## src/hdl/ttc_pkg.sv

```systemverilog
package ttc_pkg;
  localparam logic [8:0] TTC_OFS_STORE = 9'h185;
  localparam logic [8:0] TTC_OFS_ALARM = 9'h186;
  localparam logic [8:0] TTC_OFS_HDLC = 9'h187;
  localparam logic [8:0] TTC_OFS_IBO = 9'h188;
  localparam logic [8:0] TTC_OFS_MON = 9'h189;
  localparam logic [8:0] TTC_OFS_BERT = 9'h18a;
  localparam logic [8:0] TTC_OFS_SUPP = 9'h18b;
  localparam logic [8:0] TTC_OFS_SYNC = 9'h18e;
  localparam logic [7:0] TTC_MASK_STORE = 8'hdf;
  localparam logic [7:0] TTC_MASK_ALARM = 8'h0f;
  localparam logic [7:0] TTC_MASK_HDLC = 8'h03;
  localparam logic [7:0] TTC_MASK_IBO = 8'h7f;
  localparam logic [7:0] TTC_MASK_MON = 8'h1f;
  localparam logic [7:0] TTC_MASK_BERT = 8'h07;
  localparam logic [7:0] TTC_MASK_SUPP = 8'hff;
  localparam logic [7:0] TTC_MASK_SYNC = 8'h0f;
  localparam logic [7:0] TTC_REG_RESET = 8'h00;
  localparam int TTC_B_FMT = 7;
  localparam int TTC_B_GCLK = 6;
  localparam int TTC_B_SZS = 4;
  localparam int TTC_B_ALGN = 3;
  localparam int TTC_B_SRST = 2;
  localparam int TTC_B_MDM = 1;
  localparam int TTC_B_SEN = 0;
  localparam int TTC_B_RAIM = 3;
  localparam int TTC_B_AISM = 2;
  localparam int TTC_B_IBS = 5;
  localparam int TTC_B_INTERLEAVE_UNIT_SELECT = 4;
  localparam int TTC_B_INTERLEAVE_ENABLE = 3;
  localparam int TTC_B_DIR = 2;
  localparam int TTC_B_FUS = 1;
  localparam int TTC_B_BEN = 0;
  localparam int TTC_B_CRC = 3;
  localparam int TTC_B_SYNCHRONIZER_ENABLE = 2;
  localparam int TTC_B_AUTO = 1;
  localparam int TTC_B_RESYNC = 0;
  localparam logic [3:0] TTC_SLIP_WIDE = 4'h9;
  localparam logic [3:0] TTC_SLIP_NARROW = 4'h2;
  localparam logic [5:0] TTC_WM_0 = 6'h04;
  localparam logic [5:0] TTC_WM_1 = 6'h10;
  localparam logic [5:0] TTC_WM_2 = 6'h20;
  localparam logic [5:0] TTC_WM_3 = 6'h30;
  localparam logic [4:0] TTC_LC_0 = 5'h05;
  localparam logic [4:0] TTC_LC_1 = 5'h06;
  localparam logic [4:0] TTC_LC_2 = 5'h07;
  localparam logic [4:0] TTC_LC_3 = 5'h10;
  localparam logic [3:0] TTC_BUS_2 = 4'h2;
  localparam logic [3:0] TTC_BUS_4 = 4'h4;
  localparam logic [3:0] TTC_BUS_8 = 4'h8;
  localparam logic [3:0] TTC_BITS_WORD = 4'h8;
  typedef enum logic [1:0] {TTC_PAT_OFF, TTC_PAT_NORMAL, TTC_PAT_CI} ttc_pat_t;
  typedef struct packed {
    logic [7:0] data;
    logic [4:0] chan;
    logic fbit;
  } ttc_word_t;
  typedef struct packed {
    logic payload_56k;
    logic gapped_clock;
    logic slip_force_en;
    logic [3:0] slip_zone_bytes;
    logic align_pulse;
    logic reset_pulse;
    logic store_min_delay;
    logic store_enable;
    ttc_pat_t rai_pattern;
    ttc_pat_t ais_pattern;
    logic [1:0] loop_code_length;
    logic [4:0] loop_len_bits;
    logic [5:0] fifo_low_watermark;
    logic ibo_active;
    logic frame_interleave;
    logic bus_size_reserved;
    logic [3:0] bus_devices;
    logic [2:0] bus_position;
    logic bert_to_receive;
    logic bert_unframed;
    logic bert_port_active;
    logic [7:0] bert_bit_use;
    logic sync_run;
    logic auto_resync;
    logic resync_pulse;
    logic crc_search;
  } ttc_ctrl_t;
endpackage : ttc_pkg

```

## src/hdl/ttc_tx_ctrl.sv

```systemverilog
`timescale 1ns/1ps
module ttc_tx_ctrl (
  input wire logic i_clk,
  input wire logic i_srst,
  input wire logic i_cs,
  input wire logic i_wr,
  input wire logic i_rd,
  input wire logic [8:0] i_addr,
  input wire logic [7:0] i_wdata,
  output logic [7:0] o_rdata,
  output logic o_rvalid,
  input wire logic i_conversion,
  input wire logic i_esf_mode,
  input wire logic i_e1_mode,
  input wire logic i_send_remote_alarm,
  input wire logic i_send_ais,
  input wire ttc_pkg::ttc_word_t i_in_word,
  input wire logic i_in_valid,
  output logic o_in_ready,
  output ttc_pkg::ttc_word_t o_out_word,
  output logic o_out_valid,
  input wire logic i_out_ready,
  output logic o_tx_channel_clock_out,
  output logic o_bert_fbit_take,
  output logic [7:0] o_channel_monitor_data,
  output ttc_pkg::ttc_ctrl_t o_ctrl
);

  typedef struct packed {
    logic [7:0] store;
    logic [7:0] alarm;
    logic [7:0] hdlc;
    logic [7:0] interleaved_bus_operation;
    logic [7:0] mon;
    logic [7:0] bert;
    logic [7:0] supp;
    logic [7:0] sync;
    ttc_pkg::ttc_word_t buf0;
    ttc_pkg::ttc_word_t buf1;
    logic [1:0] count;
    logic [7:0] rdata;
    logic rvalid;
    logic [7:0] monitor;
    logic [3:0] bitcnt;
    logic [7:0] shift_use;
    logic chclk;
    logic fbit_take;
    ttc_pkg::ttc_ctrl_t ctrl;
  } ttc_state_t;

  ttc_state_t st_r;
  ttc_state_t st_nxt;

  // Writable bits of each register; zero for an unmapped address
  function automatic logic [7:0] reg_mask(input logic [8:0] addr);
    case (addr)
      ttc_pkg::TTC_OFS_STORE: reg_mask = ttc_pkg::TTC_MASK_STORE;
      ttc_pkg::TTC_OFS_ALARM: reg_mask = ttc_pkg::TTC_MASK_ALARM;
      ttc_pkg::TTC_OFS_HDLC: reg_mask = ttc_pkg::TTC_MASK_HDLC;
      ttc_pkg::TTC_OFS_IBO: reg_mask = ttc_pkg::TTC_MASK_IBO;
      ttc_pkg::TTC_OFS_MON: reg_mask = ttc_pkg::TTC_MASK_MON;
      ttc_pkg::TTC_OFS_BERT: reg_mask = ttc_pkg::TTC_MASK_BERT;
      ttc_pkg::TTC_OFS_SUPP: reg_mask = ttc_pkg::TTC_MASK_SUPP;
      ttc_pkg::TTC_OFS_SYNC: reg_mask = ttc_pkg::TTC_MASK_SYNC;
      default: reg_mask = 8'h00;
    endcase
  endfunction : reg_mask

  // True when a write sets a bit that was clear
  function automatic logic rise(input logic old_bit, input logic new_bit);
    rise = ~old_bit & new_bit;
  endfunction : rise

  // Per-bit clock pattern of one outgoing word
  function automatic logic [7:0] bit_use(input logic fmt56, input logic fbit);
    if (fbit) begin
      bit_use = 8'h00;
    end else if (fmt56) begin
      bit_use = 8'hfe;
    end else begin
      bit_use = 8'hff;
    end
  endfunction : bit_use

  // Register image after reset; every control register starts cleared
  function automatic ttc_state_t reset_state();
    reset_state = '0;
    reset_state.store = ttc_pkg::TTC_REG_RESET;
    reset_state.alarm = ttc_pkg::TTC_REG_RESET;
    reset_state.hdlc = ttc_pkg::TTC_REG_RESET;
    reset_state.interleaved_bus_operation = ttc_pkg::TTC_REG_RESET;
    reset_state.mon = ttc_pkg::TTC_REG_RESET;
    reset_state.bert = ttc_pkg::TTC_REG_RESET;
    reset_state.supp = ttc_pkg::TTC_REG_RESET;
    reset_state.sync = ttc_pkg::TTC_REG_RESET;
  endfunction : reset_state

  // Read value of one register; unmapped addresses return zero
  function automatic logic [7:0] reg_read(input logic [8:0] addr, input ttc_state_t s);
    case (addr)
      ttc_pkg::TTC_OFS_STORE: reg_read = s.store;
      ttc_pkg::TTC_OFS_ALARM: reg_read = s.alarm;
      ttc_pkg::TTC_OFS_HDLC: reg_read = s.hdlc;
      ttc_pkg::TTC_OFS_IBO: reg_read = s.interleaved_bus_operation;
      ttc_pkg::TTC_OFS_MON: reg_read = s.mon;
      ttc_pkg::TTC_OFS_BERT: reg_read = s.bert;
      ttc_pkg::TTC_OFS_SUPP: reg_read = s.supp;
      ttc_pkg::TTC_OFS_SYNC: reg_read = s.sync;
      default: reg_read = 8'h00;
    endcase
  endfunction : reg_read

  // Loop code length in bits for a two-bit code
  function automatic logic [4:0] loop_len(input logic [1:0] code);
    case (code)
      2'h0: loop_len = ttc_pkg::TTC_LC_0;
      2'h1: loop_len = ttc_pkg::TTC_LC_1;
      2'h2: loop_len = ttc_pkg::TTC_LC_2;
      default: loop_len = ttc_pkg::TTC_LC_3;
    endcase
  endfunction : loop_len

  // HDLC FIFO low watermark in bytes for a two-bit code
  function automatic logic [5:0] low_wm(input logic [1:0] code);
    case (code)
      2'h0: low_wm = ttc_pkg::TTC_WM_0;
      2'h1: low_wm = ttc_pkg::TTC_WM_1;
      2'h2: low_wm = ttc_pkg::TTC_WM_2;
      default: low_wm = ttc_pkg::TTC_WM_3;
    endcase
  endfunction : low_wm

  // Devices sharing the interleaved bus; zero marks the reserved code
  function automatic logic [3:0] bus_devices(input logic [1:0] code);
    case (code)
      2'h0: bus_devices = ttc_pkg::TTC_BUS_2;
      2'h1: bus_devices = ttc_pkg::TTC_BUS_4;
      2'h2: bus_devices = ttc_pkg::TTC_BUS_8;
      default: bus_devices = 4'h0;
    endcase
  endfunction : bus_devices

  // Alarm pattern for a request level and its mode bit
  function automatic ttc_pkg::ttc_pat_t alarm_pat(input logic send, input logic ci_mode);
    if (!send) begin
      alarm_pat = ttc_pkg::TTC_PAT_OFF;
    end else if (ci_mode) begin
      alarm_pat = ttc_pkg::TTC_PAT_CI;
    end else begin
      alarm_pat = ttc_pkg::TTC_PAT_NORMAL;
    end
  endfunction : alarm_pat

  // 56k stuffs the LSB, the channel bit 1, of every payload word
  function automatic ttc_pkg::ttc_word_t shape_word(input logic fmt56, input ttc_pkg::ttc_word_t w);
    shape_word = w;
    if (fmt56 && !w.fbit) begin
      shape_word.data[0] = 1'b1;
    end
  endfunction : shape_word

  logic wr_en;
  logic rd_en;
  logic [7:0] wmask;
  logic [7:0] wval;
  logic push;
  logic pop;
  ttc_pkg::ttc_word_t shaped;

  always_comb begin
    st_nxt = st_r;
    wr_en = i_cs & i_wr;
    rd_en = i_cs & i_rd & ~i_wr;
    wmask = reg_mask(i_addr);
    wval = i_wdata & wmask;
    push = 1'b0;
    pop = 1'b0;
    shaped = i_in_word;

    // Register writes; reserved bits stay zero
    // Command pulses need a 0-to-1 write, so rewriting a one gives none
    st_nxt.ctrl.align_pulse = 1'b0;
    st_nxt.ctrl.reset_pulse = 1'b0;
    st_nxt.ctrl.resync_pulse = 1'b0;
    if (wr_en) begin
      case (i_addr)
        ttc_pkg::TTC_OFS_STORE: begin
          st_nxt.store = wval;
          st_nxt.ctrl.align_pulse = rise(st_r.store[ttc_pkg::TTC_B_ALGN], wval[ttc_pkg::TTC_B_ALGN]);
          st_nxt.ctrl.reset_pulse = rise(st_r.store[ttc_pkg::TTC_B_SRST], wval[ttc_pkg::TTC_B_SRST]);
        end
        ttc_pkg::TTC_OFS_ALARM: begin
          st_nxt.alarm = wval;
        end
        ttc_pkg::TTC_OFS_HDLC: begin
          st_nxt.hdlc = wval;
        end
        ttc_pkg::TTC_OFS_IBO: begin
          st_nxt.interleaved_bus_operation = wval;
        end
        ttc_pkg::TTC_OFS_MON: begin
          st_nxt.mon = wval;
        end
        ttc_pkg::TTC_OFS_BERT: begin
          st_nxt.bert = wval;
        end
        ttc_pkg::TTC_OFS_SUPP: begin
          st_nxt.supp = wval;
        end
        ttc_pkg::TTC_OFS_SYNC: begin
          st_nxt.sync = wval;
          st_nxt.ctrl.resync_pulse = rise(st_r.sync[ttc_pkg::TTC_B_RESYNC], wval[ttc_pkg::TTC_B_RESYNC]);
        end
        default: begin
        end
      endcase
    end

    // Register reads; unmapped addresses return zero
    // A write wins over a read when both strobes are high
    st_nxt.rvalid = rd_en;
    if (rd_en) begin
      st_nxt.rdata = reg_read(i_addr, st_r);
    end

    // Elastic store controls
    st_nxt.ctrl.payload_56k = st_r.store[ttc_pkg::TTC_B_FMT];
    st_nxt.ctrl.gapped_clock = st_r.store[ttc_pkg::TTC_B_GCLK];
    st_nxt.ctrl.slip_force_en = i_conversion;
    if (!i_conversion) begin
      st_nxt.ctrl.slip_zone_bytes = 4'h0;
    end else if (st_r.store[ttc_pkg::TTC_B_SZS]) begin
      st_nxt.ctrl.slip_zone_bytes = ttc_pkg::TTC_SLIP_NARROW;
    end else begin
      st_nxt.ctrl.slip_zone_bytes = ttc_pkg::TTC_SLIP_WIDE;
    end
    st_nxt.ctrl.store_min_delay = st_r.store[ttc_pkg::TTC_B_MDM];
    st_nxt.ctrl.store_enable = st_r.store[ttc_pkg::TTC_B_SEN];

    // Alarm patterns; the remote alarm only exists in ESF framing
    st_nxt.ctrl.rai_pattern = alarm_pat(i_esf_mode & i_send_remote_alarm, st_r.alarm[ttc_pkg::TTC_B_RAIM]);
    st_nxt.ctrl.ais_pattern = alarm_pat(i_send_ais, st_r.alarm[ttc_pkg::TTC_B_AISM]);

    // Loop code length: codes 01 and 11 name the longest of their family
    st_nxt.ctrl.loop_code_length = st_r.alarm[1:0];
    st_nxt.ctrl.loop_len_bits = loop_len(st_r.alarm[1:0]);

    st_nxt.ctrl.fifo_low_watermark = low_wm(st_r.hdlc[1:0]);

    // Interleaved bus; the reserved size keeps the bus out of use
    st_nxt.ctrl.bus_devices = bus_devices(st_r.interleaved_bus_operation[ttc_pkg::TTC_B_IBS +: 2]);
    st_nxt.ctrl.bus_size_reserved = (st_nxt.ctrl.bus_devices == 4'h0);
    st_nxt.ctrl.frame_interleave = st_r.interleaved_bus_operation[ttc_pkg::TTC_B_INTERLEAVE_UNIT_SELECT];
    st_nxt.ctrl.ibo_active = st_r.interleaved_bus_operation[ttc_pkg::TTC_B_INTERLEAVE_ENABLE] & ~st_nxt.ctrl.bus_size_reserved;
    st_nxt.ctrl.bus_position = st_r.interleaved_bus_operation[2:0];

    // BERT port
    st_nxt.ctrl.bert_to_receive = st_r.bert[ttc_pkg::TTC_B_DIR];
    st_nxt.ctrl.bert_unframed = st_r.bert[ttc_pkg::TTC_B_FUS];
    st_nxt.ctrl.bert_port_active = st_r.bert[ttc_pkg::TTC_B_BEN];
    st_nxt.ctrl.bert_bit_use = st_r.bert[ttc_pkg::TTC_B_BEN] ? ~st_r.supp : 8'h00;

    // Synchronizer
    st_nxt.ctrl.sync_run = st_r.sync[ttc_pkg::TTC_B_SYNCHRONIZER_ENABLE];
    st_nxt.ctrl.auto_resync = st_r.sync[ttc_pkg::TTC_B_SYNCHRONIZER_ENABLE] & ~st_r.sync[ttc_pkg::TTC_B_AUTO];
    st_nxt.ctrl.crc_search = i_e1_mode & st_r.sync[ttc_pkg::TTC_B_CRC];

    // Shape the payload: 56k stuffs the LSB, the channel bit 1
    shaped = shape_word(st_r.store[ttc_pkg::TTC_B_FMT], i_in_word);

    // Two-entry buffer between producer and line
    // Ready looks only at the count, so a stalled line never costs a word
    push = i_in_valid & (st_r.count != 2'h2);
    pop = (st_r.count != 2'h0) & i_out_ready;
    case ({push, pop})
      2'b10: begin
        if (st_r.count == 2'h0) begin
          st_nxt.buf0 = shaped;
        end else begin
          st_nxt.buf1 = shaped;
        end
        st_nxt.count = st_r.count + 2'h1;
      end
      2'b01: begin
        st_nxt.buf0 = st_r.buf1;
        st_nxt.count = st_r.count - 2'h1;
      end
      2'b11: begin
        if (st_r.count == 2'h1) begin
          st_nxt.buf0 = shaped;
        end else begin
          st_nxt.buf0 = st_r.buf1;
          st_nxt.buf1 = shaped;
        end
      end
      default: begin
      end
    endcase

    // Channel monitor captures the selected channel as it leaves
    if (pop && !st_r.buf0.fbit && st_r.buf0.chan == st_r.mon[4:0]) begin
      st_nxt.monitor = st_r.buf0.data;
    end

    // Channel clock: one pulse per word, or one per payload bit when gapped
    // A new pop restarts the pattern at once
    st_nxt.fbit_take = 1'b0;
    if (pop) begin
      st_nxt.bitcnt = ttc_pkg::TTC_BITS_WORD - 4'h1;
      st_nxt.shift_use = bit_use(st_r.store[ttc_pkg::TTC_B_FMT], st_r.buf0.fbit);
      st_nxt.fbit_take = st_r.buf0.fbit & st_r.bert[ttc_pkg::TTC_B_BEN]
                         & st_r.bert[ttc_pkg::TTC_B_FUS] & ~st_r.bert[ttc_pkg::TTC_B_DIR];
      if (st_r.store[ttc_pkg::TTC_B_GCLK]) begin
        st_nxt.chclk = st_nxt.shift_use[7];
      end else begin
        st_nxt.chclk = 1'b1;
      end
    end else if (st_r.bitcnt != 4'h0) begin
      st_nxt.bitcnt = st_r.bitcnt - 4'h1;
      st_nxt.shift_use = {st_r.shift_use[6:0], 1'b0};
      st_nxt.chclk = st_r.store[ttc_pkg::TTC_B_GCLK] & st_r.shift_use[6];
    end else begin
      st_nxt.chclk = 1'b0;
    end
  end

  always_ff @(posedge i_clk) begin
    if (i_srst) begin
      st_r <= reset_state();
    end else begin
      st_r <= st_nxt;
    end
  end

  assign o_rdata = st_r.rdata;
  assign o_rvalid = st_r.rvalid;
  assign o_in_ready = (st_r.count != 2'h2);
  assign o_out_word = st_r.buf0;
  assign o_out_valid = (st_r.count != 2'h0);
  assign o_tx_channel_clock_out = st_r.chclk;
  assign o_bert_fbit_take = st_r.fbit_take;
  assign o_channel_monitor_data = st_r.monitor;
  assign o_ctrl = st_r.ctrl;

endmodule : ttc_tx_ctrl

```

## config.mk

```make
export PLATFORM = sky130hd
export DESIGN_NAME = ttc_tx_ctrl
export DESIGN_NICKNAME = d
export VERILOG_FILES = /design/src/hdl/ttc_pkg.sv /design/src/hdl/ttc_tx_ctrl.sv
export SDC_FILE = /design/constraint.sdc
export NUM_CORES = 1
export LEC_CHECK = 0
export BUFFER_PORTS_ARGS = -buffer_cell sky130_fd_sc_hd__buf_2
export CORE_MARGIN = 3
export CORE_UTILIZATION = 30
export DETAILED_ROUTE_END_ITERATION = 8
export PLACE_DENSITY = 0.51
export SLEW_MARGIN = 20
export SYNTH_ARGS = -nofsm -noshare
export SYNTH_HDL_FRONTEND = slang
export SYNTH_SLANG_ARGS = --single-unit
```

## constraint.sdc

```tcl
create_clock -name i_clk -period 3.5 [get_ports i_clk]
set_clock_uncertainty 0.1 [all_clocks]
set_input_delay 1.05 -clock i_clk [delete_from_list [all_inputs] [get_ports i_clk]]
set_output_delay 1.05 -clock i_clk [all_outputs]
set_load 0.03 [all_outputs]
```

==> run_results.csv <==
group,metric,value,unit
cts,clock-sinks,170,
timing,hold_viol,0,
global_routing,grt_antenna_before_repair,0,
synth,ys_seq_area_share,46.8,%
synth,yosysTopAreaCell,"dfxtp_1",
synth,synth_top_family_by_area,"simple AND/OR/NAND/NOR gates",
synth,yosys_warnings,0,
finish,layout-drive-gt1-share,23.3,%
cts,cts_buffers,17,
setup_path,path_cells,"inv_1 > ha_1 > inv_1 > buf_2",
setup_path,cpMaxStageDelayCell,"dfxtp_1",
routing,first_pass_iters,5,
floorplanning,start_util,30.8,%
synth,synth-edff-count,0,
global_routing,grt_max_degree,54,
floorplanning,dieArea,26100,um^2
floorplanning,dieWidth,162,um
routing,first_iter_violations,214,
placement,gp_congestion,0.851,
synth,postSynthCellCount,764,
global_routing,grt-ovfl-total,0,
floorplanning,ioPinCount,131,
cts,clk_latency,0.44,ns
synth,synth_area_leaders,"dfxtp_1 47%, buf_4 8.6%, mux2i_1 5.4%",
cts,clockBufferDepth,2,
finish,seq_area,3400,um^2
setup_path,crit_type,"reg -> out",
worst_hold_path,hold_path_depth,1,
floorplanning,die_height,162,um
floorplanning,rows,56,
power,p_leak,3.60,nW
synth,synth_top_area_share,46.8,%
setup_path,required,2.35,ns
setup_path,crit_path_start_kind,"flip-flop",
finish,area_growth,13.8,%
global_routing,grt_first_pass_wirelength,29500,um
floorplanning,core,23600,um^2
synth,ys_seq_elements,170,
timing,max_slew_margin,55.8,%
setup_path,crit_buf_inv,3,
synth,avgSynthCellArea,9.51,um^2
setup_path,end_kind,"output pin",
timing,tns,0,ns
routing,ant_nets,0,
synth,yosys.area_share.simple,20.5,%
setup_path,worst-r2r-setup-slack,0.97,ns
timing,final.period_utilization,73.1,%
synth,synth_mux_area_share,6.61,%
job,cap_violations,0,
cts,htreeDepth,4,
setup_path,cp.arrival,1.41,ns
power,p_per_area,655,nW/um^2
worst_hold_path,hold_start,"st_r[125]",
setup_path,r2r_end,"o_out_word[6]",
global_routing,grt_use_total,14.6,%
cts,tritoncts,"yes",
placement,hpwl,13900,um
timing,tightest_slew,0.659,ns
synth,synthAdderAreaFrac,1.89,%
timing,rsz0062_at_grt,"no",
routing,wire_per_inst,16.8,um
worst_hold_path,hold_class,"reg -> reg",
worst_hold_path,min_to,"o_ctrl[7]",
setup_path,critPathMostFrequentCell,"inv_1",
cts,cts-root-buf,"clkbuf_16",
cts,clk_pin_slew,0.07,ns
synth,postSynth.asyncResetShare,0,%
synth,synth.distinct_cells,57,
routing,drc,0,
finish,multi_input_area,3040,um^2
timing,setup_viol,0,
status,status,"completed",
timing,slew_violations,0,
cts,cts-resized-gates,0,
placement,dpl_cell_area,7670,um^2
routing,via_count,5359,
placement,io_buffer_count,124,
finish,final_cell_area,8270,um^2
finish,layout.nets,861,
synth,synth_area,7270,um^2
synth,synthXorXnorAreaFrac,1.21,%
setup_path,path_max_fanout,3,
finish,fillers,2435,
cts,cts_setup_buffers,0,
timing,max_freq,0.391,GHz
routing,via_per_inst,4.71,
timing,min_period,2.56,ns
cts,ctsHoldBuffers,0,
setup_path,crit_family,"flip-flops",
setup_path,cpPeakStageDelay,0.38,ns
power,ir_worst_vdd,507,uV
synth,synthFlopType,"dfxtp_1",
setup_path,reg2reg_depth,9,
synth,synth-compound-area-share,11.3,%
finish,n_antenna_cell,0,
routing,routed_wirelength,19100,um
global_routing,first_global_vias,5053,
setup_path,reg2reg_from,"st_r[84]",
## power by group
part	internal [W]	total [W]	switching, W
sequential	0.00211	0.00224	0.000132
combinational	0.000448	0.00125	0.000799
clock	0.00103	0.00193	0.000899
total	0.00359	0.00542	0.00183
## layout by cell type, fill, tap and decap left out, drive strengths merged, types with 4 or more instances in the layout
cell,Yosys,final
o21ai,38,38
and2,18,18
clkbuf,31,17
a31oi,10,10
ha,11,11
a2bb2oi,4,4
nor2,63,63
nand2,45,45
nor2b,26,26
a211oi,16,16
conb,1,6
nand3,14,14
nand4,11,11
a21oi,24,24
a221o,4,4
inv,15,24
dfxtp,170,170
nor3,8,8
xnor2,7,7
nand2b,12,12
and3b,13,13
mux2i,39,39
or3b,4,4
mux4,4,4
clkinv,0,4
nor3b,7,7
a22oi,15,15
nor4,5,5
buf,93,143
nand3b,18,18
## final cells by class
type                       instances  area share (%)
inverter                          15           0.681
timing repair buffer             143            9.26
multi-input combinational        460            36.8
clock inverter                    15            2.13
clock buffer                      17            5.14
sequential                       170            41.2
tap                              319            4.83
## cell families after synthesis
logic type | count (synthesis)
and+or+nand+nor | 262
other | 1
xor gates and xnor gates | 10
AOI/OAI and AO/OA | 128
DFF | 170
adders and majority gates | 11
muxes | 43
buffers and inverters | 139
## stage by stage
stage / instances / total power [W] / setup WS, ns / util (%) / hold WS [ns]
6_report: 1139 / 0.00542 / 0.940 / 35.0 / 0.354
5_1_grt: 1139 / 0.00575 / 0.709 / 35.0 / 0.379
4_1_cts: 1139 / 0.00550 / 0.916 / 35.0 / 0.366
3_5_place_dp: 1107 / 0.00355 / 0.560 / 32.5 / 0.347
3_3_place_gp: 1107 / 0.00354 / 0.583 / 32.5 / 0.342
2_1_floorplan: 769 / 0.00330 / 0.606 / - / 0.306
## cell usage after synthesis, types with 11 or more instances
| cell | instances |
|---|---|
| a211oi_1 | 16 |
| o21ai_0 | 37 |
| a22oi_1 | 15 |
| dfxtp_1 | 170 |
| buf_4 | 83 |
| nor2_1 | 63 |
| and3b_1 | 13 |
| nand2b_1 | 12 |
| mux2i_1 | 39 |
| clkbuf_1 | 31 |
| nand3_1 | 14 |
| and2_1 | 18 |
| inv_1 | 15 |
| a21oi_1 | 24 |
| ha_1 | 11 |
| nand3b_1 | 18 |
| nand2_1 | 45 |
| nor2b_1 | 26 |
## worst max path at each step
stage           startpoint             to  slack (ns)  depth (start not counted)
2_1_floorplan  i_out_ready       st_r[91]        0.61                          8
3_3_place_gp     i_addr[3]      st_r[174]        0.58                          6
3_5_place_dp     i_addr[1]     o_ctrl[45]        0.56                          6
4_1_cts           st_r[84]    o_out_valid        0.92                          4
5_1_grt           st_r[84]  o_out_word[6]        0.71                          9
6_report          st_r[84]    o_out_valid        0.94                          4
## sequential cells by signal, summed over array words and instances (netlist names)
register                count
o_bert_fbit_take            1
o_tx_channel_clock_out      1
st_r                       77
o_rdata                     8
o_rvalid                    1
o_ctrl                     46
o_out_word                 14
st_nxt                     14
o_channel_monitor_data      8
## per-layer routing
metal	wire length [um]	vias to the layer above	track usage, %
li1	-	2665	-
met1	8920	2527	20.0
met2	8760	154	22.5
met3	1220	13	4.49
met4	198	0	3.57
met5	0	-	0
No activity file was read; power rests on OpenSTA's default activity.
